<file path="config.mk">
export PLATFORM = sky130hd
export DESIGN_NAME = bpc_cfg_header
export DESIGN_NICKNAME = d
export VERILOG_FILES = /design/src/include/bpc_pkg.sv /design/src/rtl/bpc_flag.sv /design/src/rtl/bpc_cfg_header.sv
export SDC_FILE = /design/constraint.sdc
export NUM_CORES = 1
export LEC_CHECK = 0
export ABC_CLOCK_PERIOD_IN_PS = 3950
export BUFFER_PORTS_ARGS = -buffer_cell sky130_fd_sc_hd__buf_4
export CAP_MARGIN = 10
export CORE_UTILIZATION = 42
export CTS_CLUSTER_SIZE = 25
export DETAILED_ROUTE_END_ITERATION = 12
export PLACE_DENSITY = 0.85
export SYNTH_ARGS = -nofsm -noshare
export SYNTH_HDL_FRONTEND = slang
export SYNTH_SLANG_ARGS = --single-unit
</file>
<file path="constraint.sdc">
create_clock -name hclk -period 3.95 [get_ports hclk]
set_clock_uncertainty 0.1 [all_clocks]
set_input_delay 0.1975 -clock hclk [delete_from_list [all_inputs] [get_ports hclk]]
set_output_delay 0.1975 -clock hclk [all_outputs]
set_load 0.02 [all_outputs]
</file>
<file path="src/include/bpc_pkg.sv">
// package for the primary configuration header block
// assumes an ahb-lite master with 32-bit single word transfers
`default_nettype none
package bpc_pkg;
  // ----------------------------------------
  // register byte offsets
  // ----------------------------------------
  localparam logic [7:0] BPC_OFF_IDENT = 8'h00;
  localparam logic [7:0] BPC_OFF_CMDSTAT = 8'h04;
  localparam logic [7:0] BPC_OFF_REV = 8'h08;
  localparam logic [7:0] BPC_OFF_EVENT = 8'h40;
  // ----------------------------------------
  // command bit positions
  // ----------------------------------------
  localparam int BPC_CMD_IO = 0;
  localparam int BPC_CMD_MEM = 1;
  localparam int BPC_CMD_MASTER = 2;
  localparam int BPC_CMD_PALETTE = 5;
  localparam int BPC_CMD_PARITY = 6;
  localparam int BPC_CMD_SERR = 8;
  localparam int BPC_CMD_FB2B = 9;
  // writable command bits: 0,1,2,5,6,8,9
  localparam logic [15:0] BPC_CMD_WMASK = 16'h0367;
  // ----------------------------------------
  // status bit positions (within 32-bit word)
  // ----------------------------------------
  localparam int BPC_ST_DPE_MASTER = 24;
  localparam int BPC_ST_SIG_TABORT = 27;
  localparam int BPC_ST_RCV_TABORT = 28;
  localparam int BPC_ST_RCV_MABORT = 29;
  localparam int BPC_ST_SIG_SERR = 30;
  localparam int BPC_ST_PARITY = 31;
  // fixed status: cap list, 66 mhz, fast b2b, medium decode 01
  localparam logic [15:0] BPC_STATUS_FIXED = 16'h02B0;
  localparam int BPC_NUM_FLAGS = 6;
  // ----------------------------------------
  // palette snoop ports (low ten address bits)
  // ----------------------------------------
  localparam logic [9:0] BPC_PAL_A = 10'h3C6;
  localparam logic [9:0] BPC_PAL_B = 10'h3C8;
  localparam logic [9:0] BPC_PAL_C = 10'h3C9;
  // ahb codes
  localparam logic [1:0] BPC_HTRANS_NONSEQ = 2'h2;
  localparam logic [1:0] BPC_HTRANS_SEQ = 2'h3;

  // sticky events from the bridge core, one-cycle pulses
  typedef struct packed {
    logic parity_any;
    logic serr_assert;
    logic rcv_mabort;
    logic rcv_tabort;
    logic sig_tabort;
    logic dpe_master;
  } bpc_events_t;

  // primary transaction decode request
  typedef struct packed {
    logic is_io;
    logic is_mem;
    logic is_write;
    logic [15:0] addr;
  } bpc_decode_t;

  // enables handed to the datapath
  typedef struct packed {
    logic io_respond;
    logic mem_respond;
    logic master_enable;
    logic palette_snoop;
    logic parity_respond;
    logic fast_b2b_enable;
  } bpc_enables_t;
endpackage : bpc_pkg
`default_nettype wire

</file>
<file path="src/rtl/bpc_flag.sv">
// one write-one-to-clear sticky status flag
// assumes set and clear are synchronous to hclk
`default_nettype none
module bpc_flag
  import bpc_pkg::*;
(
  input wire logic hclk,
  input wire logic hresetn,
  input wire logic clk_en,
  input wire logic set,
  input wire logic clear,
  output logic flag
);
  logic next_flag;

  // set wins over a clear in the same cycle
  always_comb begin
    next_flag = flag;
    if (clear) begin
      next_flag = 1'b0;
    end
    if (set) begin
      next_flag = 1'b1;
    end
  end

  always_ff @(posedge hclk or negedge hresetn) begin
    if (!hresetn) begin
      flag <= 1'b0;
    end else if (clk_en) begin
      flag <= next_flag;
    end
  end
endmodule : bpc_flag
`default_nettype wire

</file>
<file path="src/rtl/bpc_cfg_header.sv">
// primary configuration header: identity, command, primary status
// assumes one ahb-lite master and a bridge core on the same hclk
//
// Functional notes
// - command bit 0 enables I/O response
// - command bit 1 enables memory response
// - bit 2 gates primary mastering, secondary response
// - special cycle bit reads zero
// - invalidate bit reads zero, only forwarded
// - bit 5 snoops palette writes, ten bits
// - bit 6 enables normal parity action
// - wait cycle bit reads zero, no stepping
// - bit 8 gates system error driver
// - bit 9 enables fast back-to-back initiation
// - command bits 15:10 read zero
// - status bit 20 advertises capability list
// - status bit 21 reads one, 66MHz
// - status bit 23 reads one
// - bit 24 sets on master data parity
// - status bits 26:25 read 01
// - bit 27 sets on signaled target abort
// - bit 28 sets on received target abort
// - bit 29 sets on received master abort
// - bit 30 sets when error output asserted
// - bit 31 sets on any parity error
// - identity and revision fields hardwired
`default_nettype none
module bpc_cfg_header
  import bpc_pkg::*;
#(
  // arbitrary identity values, not any real part
  parameter logic [15:0] VENDOR_CODE = 16'hAB01,
  parameter logic [15:0] DEVICE_CODE = 16'hCD02,
  parameter logic [7:0] REVISION_CODE = 8'h01
) (
  input wire logic hclk,
  input wire logic hresetn,
  input wire logic clk_en,
  input wire logic hsel,
  input wire logic [31:0] haddr,
  input wire logic [1:0] htrans,
  input wire logic hwrite,
  input wire logic [2:0] hsize,
  input wire logic [31:0] hwdata,
  input wire logic hready,
  output logic [31:0] hrdata,
  output logic hreadyout,
  output logic hresp,
  input wire bpc_events_t events,
  input wire logic serr_request,
  input wire bpc_decode_t decode_req,
  input wire logic mwi_forward,
  output bpc_enables_t enables,
  output logic decode_hit,
  output logic mwi_allowed,
  output logic primary_system_error_out,
  output logic primary_system_error_oe_n
);
  // ----------------------------------------
  // address phase capture
  // ----------------------------------------
  logic ph_valid;
  logic ph_write;
  logic [7:0] ph_addr;
  logic next_ph_valid;
  logic next_ph_write;
  logic [7:0] next_ph_addr;
  logic [15:0] command;
  logic [15:0] next_command;
  logic [BPC_NUM_FLAGS-1:0] flags;
  logic [BPC_NUM_FLAGS-1:0] flag_set;
  logic [BPC_NUM_FLAGS-1:0] flag_clr;
  logic [31:0] next_hrdata;
  logic serr_drive;
  logic wr_cmdstat;

  function automatic logic is_palette(input logic [15:0] a);
    is_palette = (a[9:0] == BPC_PAL_A) || (a[9:0] == BPC_PAL_B) ||
                 (a[9:0] == BPC_PAL_C);
  endfunction : is_palette

  always_comb begin
    next_ph_valid = 1'b0;
    next_ph_write = ph_write;
    next_ph_addr = ph_addr;
    if (hready && hsel &&
        (htrans == BPC_HTRANS_NONSEQ || htrans == BPC_HTRANS_SEQ)) begin
      next_ph_valid = 1'b1;
      next_ph_write = hwrite;
      next_ph_addr = haddr[7:0];
    end
  end

  always_ff @(posedge hclk or negedge hresetn) begin
    if (!hresetn) begin
      ph_valid <= 1'b0;
      ph_write <= 1'b0;
      ph_addr <= 8'h00;
    end else if (clk_en) begin
      ph_valid <= next_ph_valid;
      ph_write <= next_ph_write;
      ph_addr <= next_ph_addr;
    end
  end

  // zero wait state, always okay
  assign hreadyout = 1'b1;
  assign hresp = 1'b0;
  assign wr_cmdstat = ph_valid && ph_write && ph_addr == BPC_OFF_CMDSTAT;

  // ----------------------------------------
  // command register
  // ----------------------------------------
  always_comb begin
    next_command = command;
    if (wr_cmdstat) begin
      next_command = hwdata[15:0] & BPC_CMD_WMASK;
    end
  end

  always_ff @(posedge hclk or negedge hresetn) begin
    if (!hresetn) begin
      command <= 16'h0000;
    end else if (clk_en) begin
      command <= next_command;
    end
  end

  // ----------------------------------------
  // sticky status flags
  // ----------------------------------------
  // master data parity error
  assign flag_set[0] = events.dpe_master;
  assign flag_set[1] = events.sig_tabort;
  assign flag_set[2] = events.rcv_tabort;
  assign flag_set[3] = events.rcv_mabort;
  assign flag_set[4] = serr_drive;
  // any parity error, regardless of bit 6
  assign flag_set[5] = events.parity_any;

  assign flag_clr[0] = wr_cmdstat && hwdata[BPC_ST_DPE_MASTER];
  assign flag_clr[1] = wr_cmdstat && hwdata[BPC_ST_SIG_TABORT];
  assign flag_clr[2] = wr_cmdstat && hwdata[BPC_ST_RCV_TABORT];
  assign flag_clr[3] = wr_cmdstat && hwdata[BPC_ST_RCV_MABORT];
  assign flag_clr[4] = wr_cmdstat && hwdata[BPC_ST_SIG_SERR];
  assign flag_clr[5] = wr_cmdstat && hwdata[BPC_ST_PARITY];

  genvar gi;
  generate
    for (gi = 0; gi < BPC_NUM_FLAGS; gi++) begin : g_flag
      bpc_flag u_flag (
        .hclk(hclk),
        .hresetn(hresetn),
        .clk_en(clk_en),
        .set(flag_set[gi]),
        .clear(flag_clr[gi]),
        .flag(flags[gi])
      );
    end
  endgenerate

  // ----------------------------------------
  // read data
  // ----------------------------------------
  always_comb begin
    next_hrdata = 32'h0000_0000;
    if (next_ph_valid && !hwrite) begin
      case (haddr[7:0])
        BPC_OFF_IDENT: next_hrdata = {DEVICE_CODE, VENDOR_CODE};
        BPC_OFF_CMDSTAT: begin
          next_hrdata = {BPC_STATUS_FIXED, command};
          next_hrdata[BPC_ST_DPE_MASTER] = flags[0];
          next_hrdata[BPC_ST_SIG_TABORT] = flags[1];
          next_hrdata[BPC_ST_RCV_TABORT] = flags[2];
          next_hrdata[BPC_ST_RCV_MABORT] = flags[3];
          next_hrdata[BPC_ST_SIG_SERR] = flags[4];
          next_hrdata[BPC_ST_PARITY] = flags[5];
        end
        BPC_OFF_REV: next_hrdata = {24'h00_0000, REVISION_CODE};
        default: next_hrdata = 32'h0000_0000;
      endcase
    end
  end

  always_ff @(posedge hclk or negedge hresetn) begin
    if (!hresetn) begin
      hrdata <= 32'h0000_0000;
    end else if (clk_en) begin
      hrdata <= next_hrdata;
    end
  end

  // ----------------------------------------
  // datapath enables
  // ----------------------------------------
  // io response enable
  assign enables.io_respond = command[BPC_CMD_IO];
  assign enables.mem_respond = command[BPC_CMD_MEM];
  assign enables.master_enable = command[BPC_CMD_MASTER];
  assign enables.palette_snoop = command[BPC_CMD_PALETTE];
  assign enables.parity_respond = command[BPC_CMD_PARITY];
  assign enables.fast_b2b_enable = command[BPC_CMD_FB2B];

  // invalidate only when forwarding and mastering
  assign mwi_allowed = mwi_forward && command[BPC_CMD_MASTER];

  // decode result combines window enables and palette snoop
  always_comb begin
    decode_hit = 1'b0;
    if (decode_req.is_io && command[BPC_CMD_IO]) begin
      decode_hit = 1'b1;
    end
    if (decode_req.is_mem && command[BPC_CMD_MEM]) begin
      decode_hit = 1'b1;
    end
    if (decode_req.is_io && decode_req.is_write &&
        command[BPC_CMD_PALETTE] && is_palette(decode_req.addr)) begin
      decode_hit = 1'b1;
    end
  end

  // ----------------------------------------
  // system error driver
  // ----------------------------------------
  // driver only while enabled
  assign serr_drive = serr_request && command[BPC_CMD_SERR];
  // open drain: drive low, oe low while driving
  assign primary_system_error_out = 1'b0;
  assign primary_system_error_oe_n = !serr_drive;

  // ----------------------------------------
  // checks
  // ----------------------------------------
  a_serr_gate: assert property (
    @(posedge hclk) disable iff (!hresetn)
    !command[BPC_CMD_SERR] |-> primary_system_error_oe_n)
    else $error("error driver active while disabled");

  a_serr_flag: assert property (
    @(posedge hclk) disable iff (!hresetn)
    clk_en && !primary_system_error_oe_n |=> flags[4])
    else $error("signaled error flag not set");

  a_set_wins: assert property (
    @(posedge hclk) disable iff (!hresetn)
    clk_en && events.parity_any && flag_clr[5] |=> flags[5])
    else $error("clear beat a parity set");

  a_clear_one: assert property (
    @(posedge hclk) disable iff (!hresetn)
    clk_en && flag_clr[2] && !events.rcv_tabort |=> !flags[2])
    else $error("write one did not clear");

  a_cmd_ro_zero: assert property (
    @(posedge hclk) disable iff (!hresetn)
    (command & ~BPC_CMD_WMASK) == 16'h0000)
    else $error("read-only command bit set");

  a_status_fixed: assert property (
    @(posedge hclk) disable iff (!hresetn)
    clk_en && next_ph_valid && !hwrite && haddr[7:0] == BPC_OFF_CMDSTAT
    |=> {hrdata[26:25], hrdata[23:16]} ==
        {BPC_STATUS_FIXED[10:9], BPC_STATUS_FIXED[7:0]})
    else $error("fixed status bits wrong");

  a_io_enable: assert property (
    @(posedge hclk) disable iff (!hresetn)
    decode_req.is_io && !decode_req.is_write && !command[BPC_CMD_IO]
    |-> !decode_hit)
    else $error("io decoded while disabled");

  a_mem_enable: assert property (
    @(posedge hclk) disable iff (!hresetn)
    decode_req.is_mem && !decode_req.is_io && !command[BPC_CMD_MEM]
    |-> !decode_hit)
    else $error("memory decoded while disabled");

  a_cmd_write: assert property (
    @(posedge hclk) disable iff (!hresetn)
    clk_en && wr_cmdstat
    |=> {16'h0000, command} == ($past(hwdata) & {16'h0000, BPC_CMD_WMASK}))
    else $error("command write not stored");

  a_palette_hit: assert property (
    @(posedge hclk) disable iff (!hresetn)
    decode_req.is_io && decode_req.is_write && command[BPC_CMD_PALETTE] &&
    is_palette(decode_req.addr) |-> decode_hit)
    else $error("palette write not decoded");

  a_decode_off: assert property (
    @(posedge hclk) disable iff (!hresetn)
    !command[BPC_CMD_IO] && !command[BPC_CMD_MEM] &&
    !command[BPC_CMD_PALETTE] |-> !decode_hit)
    else $error("decode hit with all spaces off");

  a_mwi_gate: assert property (
    @(posedge hclk) disable iff (!hresetn)
    !command[BPC_CMD_MASTER] |-> !mwi_allowed)
    else $error("invalidate allowed while not mastering");

  a_parity_set: assert property (
    @(posedge hclk) disable iff (!hresetn)
    clk_en && events.parity_any |=> flags[5])
    else $error("parity event not recorded");

  a_ident_read: assert property (
    @(posedge hclk) disable iff (!hresetn)
    clk_en && next_ph_valid && !hwrite && haddr[7:0] == BPC_OFF_IDENT
    |=> hrdata == {DEVICE_CODE, VENDOR_CODE})
    else $error("identity word wrong");

  // while clock enable is high, read data drops to zero outside its data phase, so no stale word lingers
  a_read_idle: assert property (
    @(posedge hclk) disable iff (!hresetn)
    clk_en && !(next_ph_valid && !hwrite) |=> hrdata == 32'h0000_0000)
    else $error("read data outside data phase");

  // a low clock enable holds the command register and every flag
  a_freeze_hold: assert property (
    @(posedge hclk) disable iff (!hresetn)
    !clk_en |=> $stable(command) && $stable(flags))
    else $error("state moved while frozen");

  c_cmd_write: cover property (@(posedge hclk) disable iff (!hresetn)
    wr_cmdstat);
  c_serr: cover property (@(posedge hclk) disable iff (!hresetn)
    !primary_system_error_oe_n);
  c_palette: cover property (@(posedge hclk) disable iff (!hresetn)
    decode_hit && is_palette(decode_req.addr));
  c_set_wins: cover property (@(posedge hclk) disable iff (!hresetn)
    events.parity_any && flag_clr[5]);
  c_freeze: cover property (@(posedge hclk) disable iff (!hresetn)
    !clk_en && hsel);
endmodule : bpc_cfg_header
`default_nettype wire

</file>
# Word level (Yosys, flattened, before mapping)
# Cells that the tools add are included.
dict set report op_classes {
  eq_ne 8
  mux 18
  n_reduce_logical 38
}
# op n
set ops {}
lappend ops {{one-hot mux 32 bit (3 select lines)} 1}
lappend ops {{two-way mux 32 bit} 1}
lappend ops {{equality test 10 bit, second input constant} 3}
lappend ops {{logical AND 1 bit} 18}
lappend ops {{equality test 8 x 3 -> 1 bit, second input constant} 2}
lappend ops {{two-way mux 1 bit} 16}
lappend ops {{AND reduction 2 bit} 8}
lappend ops {{nonzero test 2 bit} 6}
lappend ops {{equality test 8 x 4 -> 1 bit, second input constant} 1}
lappend ops {{zero test 8 bit} 1}
lappend ops {{equality test 2 bit, second input constant} 2}
lappend ops {{logical OR 1 bit} 3}
lappend ops {{zero test 1 bit} 2}
dict set report word_totals {
  regBits 55
  input_bits 102
  elab_cells 75
}

# Longest topological paths before layout
# Gate-level depths: netlist of run 1.
dict set report depth {
  depth_word 6
  depth_mapped 5
  mapped_depth_nobuf 3
}

# Cells and area by module
# A second synthesis of run 1 with hierarchy kept.
dict set report unflattened {
  cells_unflattened 193
  area_unflattened_um2 1921.8
}
# module instances cells_per_inst area_per_inst_um2 seq_area_each_um2
set modules_own_cells {}
lappend modules_own_cells {bpc_cfg_header 1 175 1696.6 800.8}
lappend modules_own_cells {bpc_flag 6 3 37.5 25.0}

# Least setup slack after synthesis of run 1
# No wires, ideal clock.
dict set report synth_path {
  path_type {register to output}
  startpoint {register command[5]}
  endpoint {output port decode_hit}
  arrival_ns 1.293
  path_slack_ns 2.360
  path_stages_with_launch 4
  cell_sequence {dfrtp_1 inv_1 or3_1 o31ai_1}
}
dict set report synth_between {
  elab_chain_len 3
}
# element line_no
set synth_lines {}
lappend synth_lines {{start: declaration} bpc_cfg_header.sv:68} ;# logic [15:0] command;
lappend synth_lines {{start signal: assignment} bpc_cfg_header.sv:125} ;# command <= next_command;
lappend synth_lines {{logical AND 1 bit} bpc_cfg_header.sv:216} ;# if (decode_req.is_io && decode_req.is_write &&
lappend synth_lines {{logical AND 1 bit} bpc_cfg_header.sv:217} ;# command[BPC_CMD_PALETTE] && is_palette(decode_req.addr)) begin
lappend synth_lines {{two-way mux 1 bit} bpc_cfg_header.sv:216}
lappend synth_lines {{end: declaration} bpc_cfg_header.sv:54} ;# output logic decode_hit,
# No other way between the ends.

# Worst setup path after layout of run 1
# Same ends and word-level chain as after synthesis.

==> summary.txt, run 1 <==
Setup path
  • CP max stage cell: or3_1
  • FF-to-FF path depth: 3
  • Top delay family on crit path: simple AND/OR/NAND/NOR gates
  • Critical Path RT: around 3700 ps
  • Critical path type: reg2out
  • Critical path launch point type: flop
  • Worst Path Buf+Inv: 2
  • Crit path capture type: primary output
  • Slowest stage delay, CP: approximately 380 ps
  • Max FO, Critical Path: 3
  • CP Cell Sequence: inv_1, or3_1, o31ai_1, buf_4
  • WP depth: 4
  • Crit path DAT: 1540 ps

Clock tree
  • Clk_lat worst skew: between 200 and 300 ps
  • Post-CTS Resized: 0
  • Clock root buffer: clkbuf_8
  • Deepest clock path buffer count: 2
  • CTS tree: yes
  • H-tree levels: 2
  • Cts hold-fix bufs: 1
  • Clk sinks: 38
  • Postcts setup bufs: 0
  • Clock transition at the registers of the reported paths: 80 ps
  • Num CTS Buffers: 5

Routing
  • Post-Route WL: about 4000 um
  • DRT iter0 DRCs: 74
  • Vias: between 1k and 1.5k
  • DRC viols: 0
  • Final antenna-violating net count: 0
  • Drt pass-1 iters: 4
  • Drt wl/cell: between 10 and 15 um
  • DR vias/cell: between 4 and 5

Run
  • Max Cap Violations: 0

Worst hold path
  • Worst Hold Class: in2reg
  • Hold depth: 3

Synth
  • Post-synth EDFFs: 0
  • Synth Flop Type: dfrtp_1
  • Post-Syn Instances: approximately 170
  • Netlist cell types: 35
  • Simple-Gate Fraction of Synth Area: 0.174
  • Post-synthesis mux area share: 0.0503
  • Main combinational cell family by area after synthesis: simple AND/OR/NAND/NOR gates
  • Top cells by count, synth: dfrtp_1, nand2_1, buf_4
  • Post-synthesis register bit count: 38
  • Area leader, netlist: dfrtp_1
  • Top-area cell type share of the netlist area: 0.510
  • Post-Synth XOR/XNOR Area: 0
  • Synthesized area: 1870 sq um
  • Ys Warns: 0
  • Compound-gate portion of the synthesized area: 0.119
  • Synth Area in Adders: 0
  • Most common cell in the netlist: dfrtp_1
  • Register area share after synthesis: 0.510
  • Mean Syn Cell Area: roughly 11 sq um
  • Top cells by area, synth: dfrtp_1, buf_4, o2bb2ai_1
  • FFs w/ async S/R, synth: 1.00

Placement
  • DPL Wire Length: between 2000 and 3000 um
  • Port bufs: between 70 and 80
  • RD Place Congestion: between 0.7 and 0.8

GRT
  • Tot GR Track Use: 0.179
  • Largest net degree at the start of global routing: 39
  • Vias in the first global route: roughly 1.3k
  • Global-route wire length before repair: roughly 6000 um
  • Total gr overflow: 0
  • Initial antenna violation count: 0

Floorplan
  • Die area: about 4700 sq um
  • Initial Utilization: 0.450
  • CORE AREA: 4140 sq um
  • Row cnt: 23
  • DIE HEIGHT: just under 70 um
  • # IOs: about 150
  • Chip width: 68.6 um

Timing
  • Period utilisation layout: 0.464
  • Fmax: 545 MHz
  • # setup viols final: 0
  • Least-Margin Pin Slew: roughly 520 ps
  • Fin crit period: around 1800 ps
  • Worst slew margin: 0.651
  • RSZ-0062 raised after global routing: false
  • Final count of hold timing violations: 0
  • Final Max Tran Viols: 0
  • Final TNS setup: 0 ps

Cells and area
  • Share of layout cells above drive strength 1: 0.403
  • Fin util: 0.583
  • N_diodes: 0
  • Final nets: ~340
  • Area grow syn2layout: 29.4%

Power
  • Pleak: 1.25 nW
  • Maximum vdd drop: about 0.21 mV
  • Pwr dens: about 330 nW/um^2

Outcome
  • Status: finished clean
==> tightest hold or removal path, cell delays in order <==
cell,delay (ps)
buf_4,80
nand2_1,40
nand2_1,40
==> sequential cells by signal, summed over array words and instances (netlist names) <==
name / count
hrdata: 15
ph_valid: 1
g_flag.u_flag.flag: 6
command: 7
ph_write: 1
ph_addr: 8
==> where the power goes <==
part	switching, mW	internal, mW	total [mW]
clock	0.127	0.135	0.261
combinational	0.0541	0.0533	0.107
sequential	0.0150	0.409	0.424
==> routing by layer <==
layer	track usage	vias up	share of wire	wire length, um
li1	-	680	-	-
met4	0.0599	0	0.012	50
met2	0.293	54	0.48	1930
met5	0	-	0	0
met3	0.0526	9	0.063	254
met1	0.224	682	0.45	1810
==> path summary, 6_finish.rpt <==
check                                   endpoint       start  slack, ps
setup / recovery                      decode_hit  command[5]       2120
hold / removal                        ph_addr[0]    haddr[0]         20
setup reg to reg           g_flag[5].u_flag.flag  ph_addr[1]       2200
hold reg to reg                         ph_valid    ph_valid        380
max in group asynchronous             command[2]     hresetn       3090
min in group asynchronous              hrdata[6]     hresetn        320
==> area by class of cell <==
type / count / area [sq um]
clock buffer: 6 / 82.6
multi-input combinational: 104 / 689
inverter: 9 / 33.8
fill: 367 / 1730
timing repair buffer: 79 / 596
sequential: 38 / 951
tap: 50 / 62.6
==> cell usage in the layout (no fill, tap or decap) <==
| master | instances |
|---|---|
| buf_4 | 78 |
| dfrtp_1 | 38 |
| nand2_1 | 28 |
| o2bb2ai_1 | 13 |
| conb_1 | 13 |
| nor2b_1 | 10 |
| inv_1 | 9 |
| clkbuf_8 | 6 |
| a221o_1 | 5 |
| mux2_4 | 4 |
| nor2_1 | 3 |
| nand4_1 | 3 |
| mux2_2 | 3 |
| nor3_1 | 2 |
| and2_1 | 1 |
| nor4bb_1 | 1 |
| nor3b_1 | 1 |
| nand3b_1 | 1 |
| or3_1 | 1 |
| a22oi_1 | 1 |
| o31ai_1 | 1 |
| and4b_1 | 1 |
| nor4b_4 | 1 |
| nand3_2 | 1 |
| o22ai_1 | 1 |
| a21o_2 | 1 |
| and4_1 | 1 |
| nor4_2 | 1 |
| nand4b_1 | 1 |
| nand2b_1 | 1 |
| a21oi_1 | 1 |
| a32o_1 | 1 |
| o21ai_0 | 1 |
| a21o_1 | 1 |
| dlygate4sd3_1 | 1 |
==> kinds of logic after synthesis <==
group / after synthesis
AND/OR/NAND/NOR: 58
multiplexers: 7
other: 2
flip-flops: 38
buffers and inverters: 40
AO/OA/AOI/OAI: 26
==> through the flow <==
stage	power (mW)	instances	hold slack, ps	cell area, sq um	worst slack, ps
CTS	0.797	286	7.86	2410	2100
global placement	0.534	279	87.7	2320	2240
global route	0.830	286	23.8	2410	2000
finish	0.793	286	15.8	2410	2120
detailed placement	0.538	279	93.7	2320	2230
floorplan	0.493	182	-198	1910	2360
(Power assumes the default switching activity.)
==> run 2: changes to the inputs <==
ABC_CLOCK_PERIOD_IN_PS = 1910   (was 3950)
CORE_UTILIZATION = 39   (was 42)
PLACE_DENSITY = 0.79   (was 0.85)
clock period = 1.91 ns   (was 3.95 ns; I/O delays follow)
==> run 2 against run 1 <==
Against the previous run:
- the flow now finishes with violations (design-rule violations)
- via count grew 5.3%
- die area increased by 7.5%
- register-to-register slack worse by 2000 ps
- final cell count is 9.4% higher
- total power grew 110%
- critical path type is now in2reg
- largest power group unchanged
==> summary.txt, run 2 (synthesis results as in run 1) <==
Timing
  • Fin crit period: roughly 1800 ps
  • Period utilisation layout: 0.920
  • Final count of hold timing violations: 0 (unchanged)
  • # setup viols final: 0 (unchanged)
  • Final worst slack: 153 ps (-1960 ps)
  • Final Max Tran Viols: 0 (unchanged)
  • Fmax: roughly 570 MHz
  • RSZ-0062 raised after global routing: false
  • WHS: 15.5 ps (-0.316 ps)
  • Final TNS setup: 0 ps (unchanged)

Setup path
  • Top delay family on crit path: simple AND/OR/NAND/NOR gates
  • CP max stage cell: dlygate4sd3_1
  • Max FO, Critical Path: 7 (+4)
  • Critical path launch point type: input pin
  • CP Cell Sequence: dlygate4sd3_1, buf_4, nor4_2, nand4b_1, o2bb2ai_1
  • Reg-to-Reg Start: ph_addr[1]
  • Worst r2r dst: g_flag[5].u_flag.flag
  • Critical path type: in2reg
  • Slowest stage delay, CP: 530 ps (+150 ps)
  • Crit path capture type: flop
  • Worst Path Buf+Inv: 2 (unchanged)
  • FF-to-FF path depth: 3 (unchanged)
  • R2R setup slack: 190 ps (-2010 ps)
  • Crit path DAT: 1850 ps (+310 ps)
  • Critical Path RT: 2000 ps (-1650 ps)

GRT
  • Largest net degree at the start of global routing: 39 (unchanged)
  • Total gr overflow: 0 (unchanged)
  • Global-route wire length before repair: 7260 um (+22%)
  • Initial antenna violation count: 0 (unchanged)
  • Vias in the first global route: 1572 (+24%)
  • Tot GR Track Use: 0.186 (+0.00691)

Cells and area
  • Area grow syn2layout: 42.1%
  • Most frequent cells in the layout: buf_4, dfrtp_1, nand2_1
  • Biggest regs: hrdata: 15 flops, ph_addr: 8 flops, command: 7 flops
  • Biggest register: hrdata
  • N_diodes: 0 (unchanged)
  • Layout fillers: 391 (+6.5%)
  • Commonest non-fill, non-tap cell in the layout: buf_4
  • Max reg flops: 15 (unchanged)
  • Share of layout cells above drive strength 1: 0.375 (-0.0271)
  • Final nets: 362 (+6.8%)

Placement
  • RD Place Congestion: 0.748 (-3.2%)
  • Port bufs: 78 (unchanged)
  • Place WS: 172 ps (-2050 ps)
  • DPL Wire Length: 2990 um (+2.4%)

Clock tree
  • Clock root buffer: clkbuf_8
  • Deepest clock path buffer count: 2 (unchanged)
  • Clk_lat worst skew: 280 ps (about the same)
  • Cts hold-fix bufs: 22 (+21)
  • Clk sinks: 38 (unchanged)
  • Clock transition at the registers of the reported paths: 70 ps (about the same)
  • Postcts setup bufs: 0 (unchanged)
  • Num CTS Buffers: 5 (unchanged)
  • Post-CTS Resized: 0 (unchanged)
  • H-tree levels: 2 (unchanged)
  • CTS tree: yes

Outcome
  • Status: finished with violations
  • Failing checks: design-rule violations

Power
  • Pwr dens: 636 nW/um^2 (+94%)
  • Internal: 1.28 mW (+110%)
  • Combinational fraction of design power: 0.153 (+0.018)
  • Pleak: 1.35 nW (+8.3%)
  • Maximum vdd drop: 0.363 mV (+72%)
  • Switching part of the total: 0.243 (-0.00414)
  • Switching power: 410 uW (+110%)
  • Clock Power Share: 0.326 (-0.004)
  • Total power: 1.69 mW (+110%)
  • Seq pwr share: 0.521 (-0.014)

Floorplan
  • Row cnt: 24 (+4.3%)
  • # IOs: 146 (unchanged)
  • DIE HEIGHT: 71.2 um (+3.7%)
  • Chip width: 71.2 um (+3.7%)
  • Die area: 5060 sq um (+7.5%)
  • Initial Utilization: 0.417 (-0.0332)
  • CORE AREA: 4470 sq um (+8.0%)

Worst hold path
  • Hold depth: 2 (-1)
  • Hold EP: hrdata[25]
  • Worst Hold Class: in2reg
  • Worst Min Path Start: clk_en

Run
  • Max Cap Violations: 0 (unchanged)

Routing
  • Drt pass-1 iters: 9 (+5)
  • Post-Route WL: 4280 um (+5.8%)
  • DRT iter0 DRCs: 151 (+100%)
  • DR vias/cell: 4.79 (-3.8%)
  • Drt wl/cell: 13.7 um (-3.4%)
  • Final antenna-violating net count: 0 (unchanged)
  • Vias: 1500 (+5.3%)
  • DRC viols: 6 (+6)
run 2: area by class of cell:
cell class / count / area [sq um] / area share
multi-input combinational: 104 / 689 / 0.260
sequential: 38 / 951 / 0.359
clock buffer: 7 / 86.3 / 0.0326
tap: 52 / 65.1 / 0.0245
inverter: 9 / 33.8 / 0.0127
clock inverter: 1 / 5.00 / 0.00189
timing repair buffer: 102 / 821 / 0.310
run 2: worst max-delay path by stage:
stage | cells past startpoint | end | startpoint | slack (ps)
5_1_grt | 5 | hrdata[5] | haddr[4] | 60
3_5_place_dp | 3 | g_flag[5].u_flag.flag | ph_addr[1] | 170
6_report | 5 | hrdata[30] | haddr[4] | 150
3_3_place_gp | 3 | g_flag[5].u_flag.flag | ph_addr[1] | 200
2_1_floorplan | 4 | g_flag[5].u_flag.flag | ph_addr[1] | 420
4_1_cts | 5 | hrdata[30] | haddr[4] | 150
run 2: power groups by stage:
stage / clock (mW) / sequential [mW] / combinational, mW
3_5_place_dp: 0 / 0.894 / 0.223
6_report: 0.551 / 0.878 / 0.258
2_1_floorplan: 0 / 0.885 / 0.134
4_1_cts: 0.578 / 0.878 / 0.260
5_1_grt: 0.613 / 0.883 / 0.288
3_3_place_gp: 0 / 0.891 / 0.218
run 2: layer usage:
metal	up-vias	track usage	part of all wire
li1	724	-	-
met1	724	0.241	0.45
met2	50	0.310	0.51
met3	2	0.0484	0.041
met4	0	0.0467	0.0040
met5	-	0	0
run 2: through the flow:
step                      instances  utilization  area, sq um
after global placement          283        0.523         2340
after global routing            313        0.593         2650
after detailed placement        283        0.523         2340
after CTS                       313        0.593         2650
after floorplan                 182            -         1910
final                           313        0.593         2650
==> run 3: changes to the inputs <==
CORE_MARGIN = 2   (was not set)
CORE_UTILIZATION = 40   (was 39)
HOLD_SLACK_MARGIN = 0.03   (was not set)
PLACE_DENSITY = 0.8   (was 0.79)
SYNTH_HIERARCHICAL = 1   (was not set)
==> run 3 against run 2 <==
Against the previous run:
- the flow now finishes without violations
- wire length is 1.5% lower
- final area is 3.1% higher
- largest cell class unchanged
- clock power is 23% higher
- critical path depth stayed put
- largest power group unchanged
- flip-flop and latch count stayed put
==> summary.txt, run 3 <==
Cells and area
  • Commonest non-fill, non-tap cell in the layout: buf_4
  • Final nets: 383 (+5.8%)
  • Max reg flops: 15 (unchanged)
  • N_diodes: 0 (unchanged)
  • Biggest register: hrdata
  • Most frequent cells in the layout: buf_4, nand2_1, dfrtp_1
  • Area grow syn2layout: 42.3% (about the same)
  • Post-route cell area: 2730 sq um (+3.1%)
  • Share of layout cells above drive strength 1: 0.356 (-0.0196)
  • Biggest regs: hrdata: 15 flops, ph_addr: 8 flops, command: 7 flops

Synth
  • Most common cell in the netlist: nand2_1
  • Ys Warns: 6 (+6)
  • Top cells by area, synth: dfrtp_1, buf_4, nand2_1
  • Synthesized area: 1920 sq um (+3.0%)
  • Netlist cell types: 34 (-2.9%)
  • Top-area cell type share of the netlist area: 0.495 (-0.0149)
  • Register area share after synthesis: 0.495 (-0.0149)
  • Top cells by count, synth: nand2_1, dfrtp_1, buf_4
  • Post-synth EDFFs: 0 (unchanged)
  • Post-Syn Instances: 193 (+13%)
  • FFs w/ async S/R, synth: 1.00 (unchanged)
  • Post-synthesis register bit count: 38 (unchanged)
  • Synth Flop Type: dfrtp_1
  • Mean Syn Cell Area: 9.96 sq um (-8.7%)
  • Area leader, netlist: dfrtp_1

GRT
  • Total gr overflow: 0 (unchanged)
  • Largest net degree at the start of global routing: 39 (unchanged)
  • Initial antenna violation count: 0 (unchanged)
  • Tot GR Track Use: 0.161 (-0.0246)
  • Vias in the first global route: 1487 (-5.4%)
  • Global-route wire length before repair: 6530 um (-10%)

Routing
  • DRC viols: 0 (-6)
  • Drt wl/cell: 12.6 um (-8.0%)
  • DR WL met2: 2260 um (+3.7%)
  • Vias: 1576 (+5.1%)
  • WL met3: 206 um (+17%)
  • Top Layer Used: met4
  • Drt pass-1 iters: 4 (-5)
  • Final antenna-violating net count: 0 (unchanged)
  • Post-Route WL: 4210 um (-1.5%)
  • DR vias/cell: 4.70 (-1.8%)
  • Post-Route M1 WL: 1700 um (-11%)
  • DRT iter0 DRCs: 79 (-48%)

Worst hold path
  • Hold EP: g_flag[4].u_flag/flag
  • Hold depth: 4 (+2)
  • Worst Hold Class: in2reg
  • Worst Min Path Start: serr_request

Setup path
  • Crit path DAT: 1870 ps (+20 ps)
  • Critical path launch point type: input pin
  • FF-to-FF path depth: 5 (+2)
  • R2R setup slack: 260 ps (+70 ps)
  • Critical path type: in2reg
  • Reg-to-Reg Start: ph_addr[5]
  • Critical Path RT: 2000 ps (about the same)
  • Max FO, Critical Path: 7 (unchanged)
  • Crit path capture type: flop
  • Worst r2r dst: g_flag[5].u_flag/flag

Power
  • Seq pwr share: 0.483 (-0.038)
  • Maximum vdd drop: 0.367 mV (+0.97%)
  • Pleak: 1.37 nW (+1.6%)
  • Switching part of the total: 0.230 (-0.0124)
  • Internal: 1.41 mW (+11%)
  • Clock Power Share: 0.370 (+0.044)
  • Combinational fraction of design power: 0.147 (-0.006)
  • Switching power: 423 uW (+3.2%)
  • Pwr dens: 671 nW/um^2 (+5.5%)

Clock tree
  • CTS tree: yes
  • Clk sinks: 38 (unchanged)
  • Clk_lat worst skew: 290 ps (about the same)
  • Clock root buffer: clkbuf_8
  • H-tree levels: 2 (unchanged)
  • Num CTS Buffers: 5 (unchanged)
  • Clock transition at the registers of the reported paths: 70 ps (about the same)
  • Deepest clock path buffer count: 2 (unchanged)

Timing
  • Fin crit period: 1770 ps (+15.4 ps)
  • RSZ-0062 raised after global routing: false
  • Period utilisation layout: 0.928 (+0.00806)
  • Fmax: 564 MHz (-0.87%)
  • # setup viols final: 0 (unchanged)
  • Least-Margin Pin Slew: ~500 ps
  • Worst slew margin: 0.664
  • Final Max Tran Viols: 0 (unchanged)
  • Final count of hold timing violations: 0 (unchanged)
  • Final TNS setup: 0 ps (unchanged)
  • WHS: 51.4 ps (+35.9 ps)

Floorplan
  • CORE AREA: 4690 sq um (+4.9%)
  • DIE HEIGHT: 73.3 um (+3.0%)
  • Die area: 5380 sq um (+6.1%)
  • Initial Utilization: 0.410 (-0.00735)
  • # IOs: 146 (unchanged)
  • Row cnt: 25 (+4.2%)
  • Chip width: 73.3 um (+3.0%)

Run
  • Max Cap Violations: 0 (unchanged)

Placement
  • RD Place Congestion: 0.695 (-7.1%)
  • Port bufs: 78 (unchanged)
  • DPL Wire Length: 2990 um (-0.21%)
  • Post-DP Area: 2400 sq um (+2.6%)

Outcome
  • Status: finished clean
run 3: worst max-delay path by stage:
stage,cells after the start,startpoint,end,slack (ps)
global route,5,haddr[7],hrdata[26],60
finish,5,haddr[4],hrdata[26],140
CTS,5,haddr[4],hrdata[26],120
global placement,5,ph_addr[5],g_flag[3].u_flag/flag,300
detailed placement,5,ph_addr[5],g_flag[5].u_flag/flag,270
floorplan,5,ph_addr[5],g_flag[0].u_flag/flag,410
run 3: power groups by stage:
| stage | clock (mW) | combinational [mW] | sequential, mW |
|---|---|---|---|
| 6_report | 0.679 | 0.270 | 0.885 |
| 5_1_grt | 0.733 | 0.298 | 0.891 |
| 4_1_cts | 0.693 | 0.273 | 0.886 |
| 3_5_place_dp | 0 | 0.236 | 0.901 |
| 3_3_place_gp | 0 | 0.231 | 0.899 |
| 2_1_floorplan | 0 | 0.144 | 0.893 |
run 3: critical path: stages:
cell and delay (ps):
dlygate4sd3_1 530, buf_4 140, nor3_1 440, nand4b_1 410, o22ai_1 250
run 3: what timing repair did:
item	in CTS	in global routing
endpoints found under the hold margin	60	0
hold buffers	22	0
setup buffers	0	0
resized for setup	0	0
run 3: metal layers:
metal,vias up,track usage
met2,51,0.292
met5,-,0
met3,7,0.0412
met4,0,0.0545
li1,772,-
met1,746,0.183
run 3: final cells by class:
type,instances,area [sq um]
clock buffers,6,82.6
clock inverters,1,30.0
fillers,396,1960
inverters,17,63.8
multi-input cells,118,726
flip-flops and latches,38,951
well taps,54,67.6
repair buffers,101,813
run 3: cells by family after synthesis:
logic type             Yosys count  share of synthesized area
AO/OA/AOI/OAI                   25                     0.0905
buffers and inverters           48                      0.149
flip-flops                      38                      0.495
multiplexers                     7                     0.0410
other                            2                    0.00391
AND/OR/NAND/NOR                 73                      0.221
run 3: through the flow:
| stage | utilization | instances | power [mW] | setup WS, ps |
|---|---|---|---|---|
| 2_1_floorplan | - | 204 | 1.04 | 408 |
| 3_3_place_gp | 0.512 | 306 | 1.13 | 297 |
| 3_5_place_dp | 0.512 | 306 | 1.14 | 266 |
| 4_1_cts | 0.583 | 335 | 1.85 | 119 |
| 5_1_grt | 0.583 | 335 | 1.92 | 57.7 |
| 6_report | 0.583 | 335 | 1.84 | 138 |
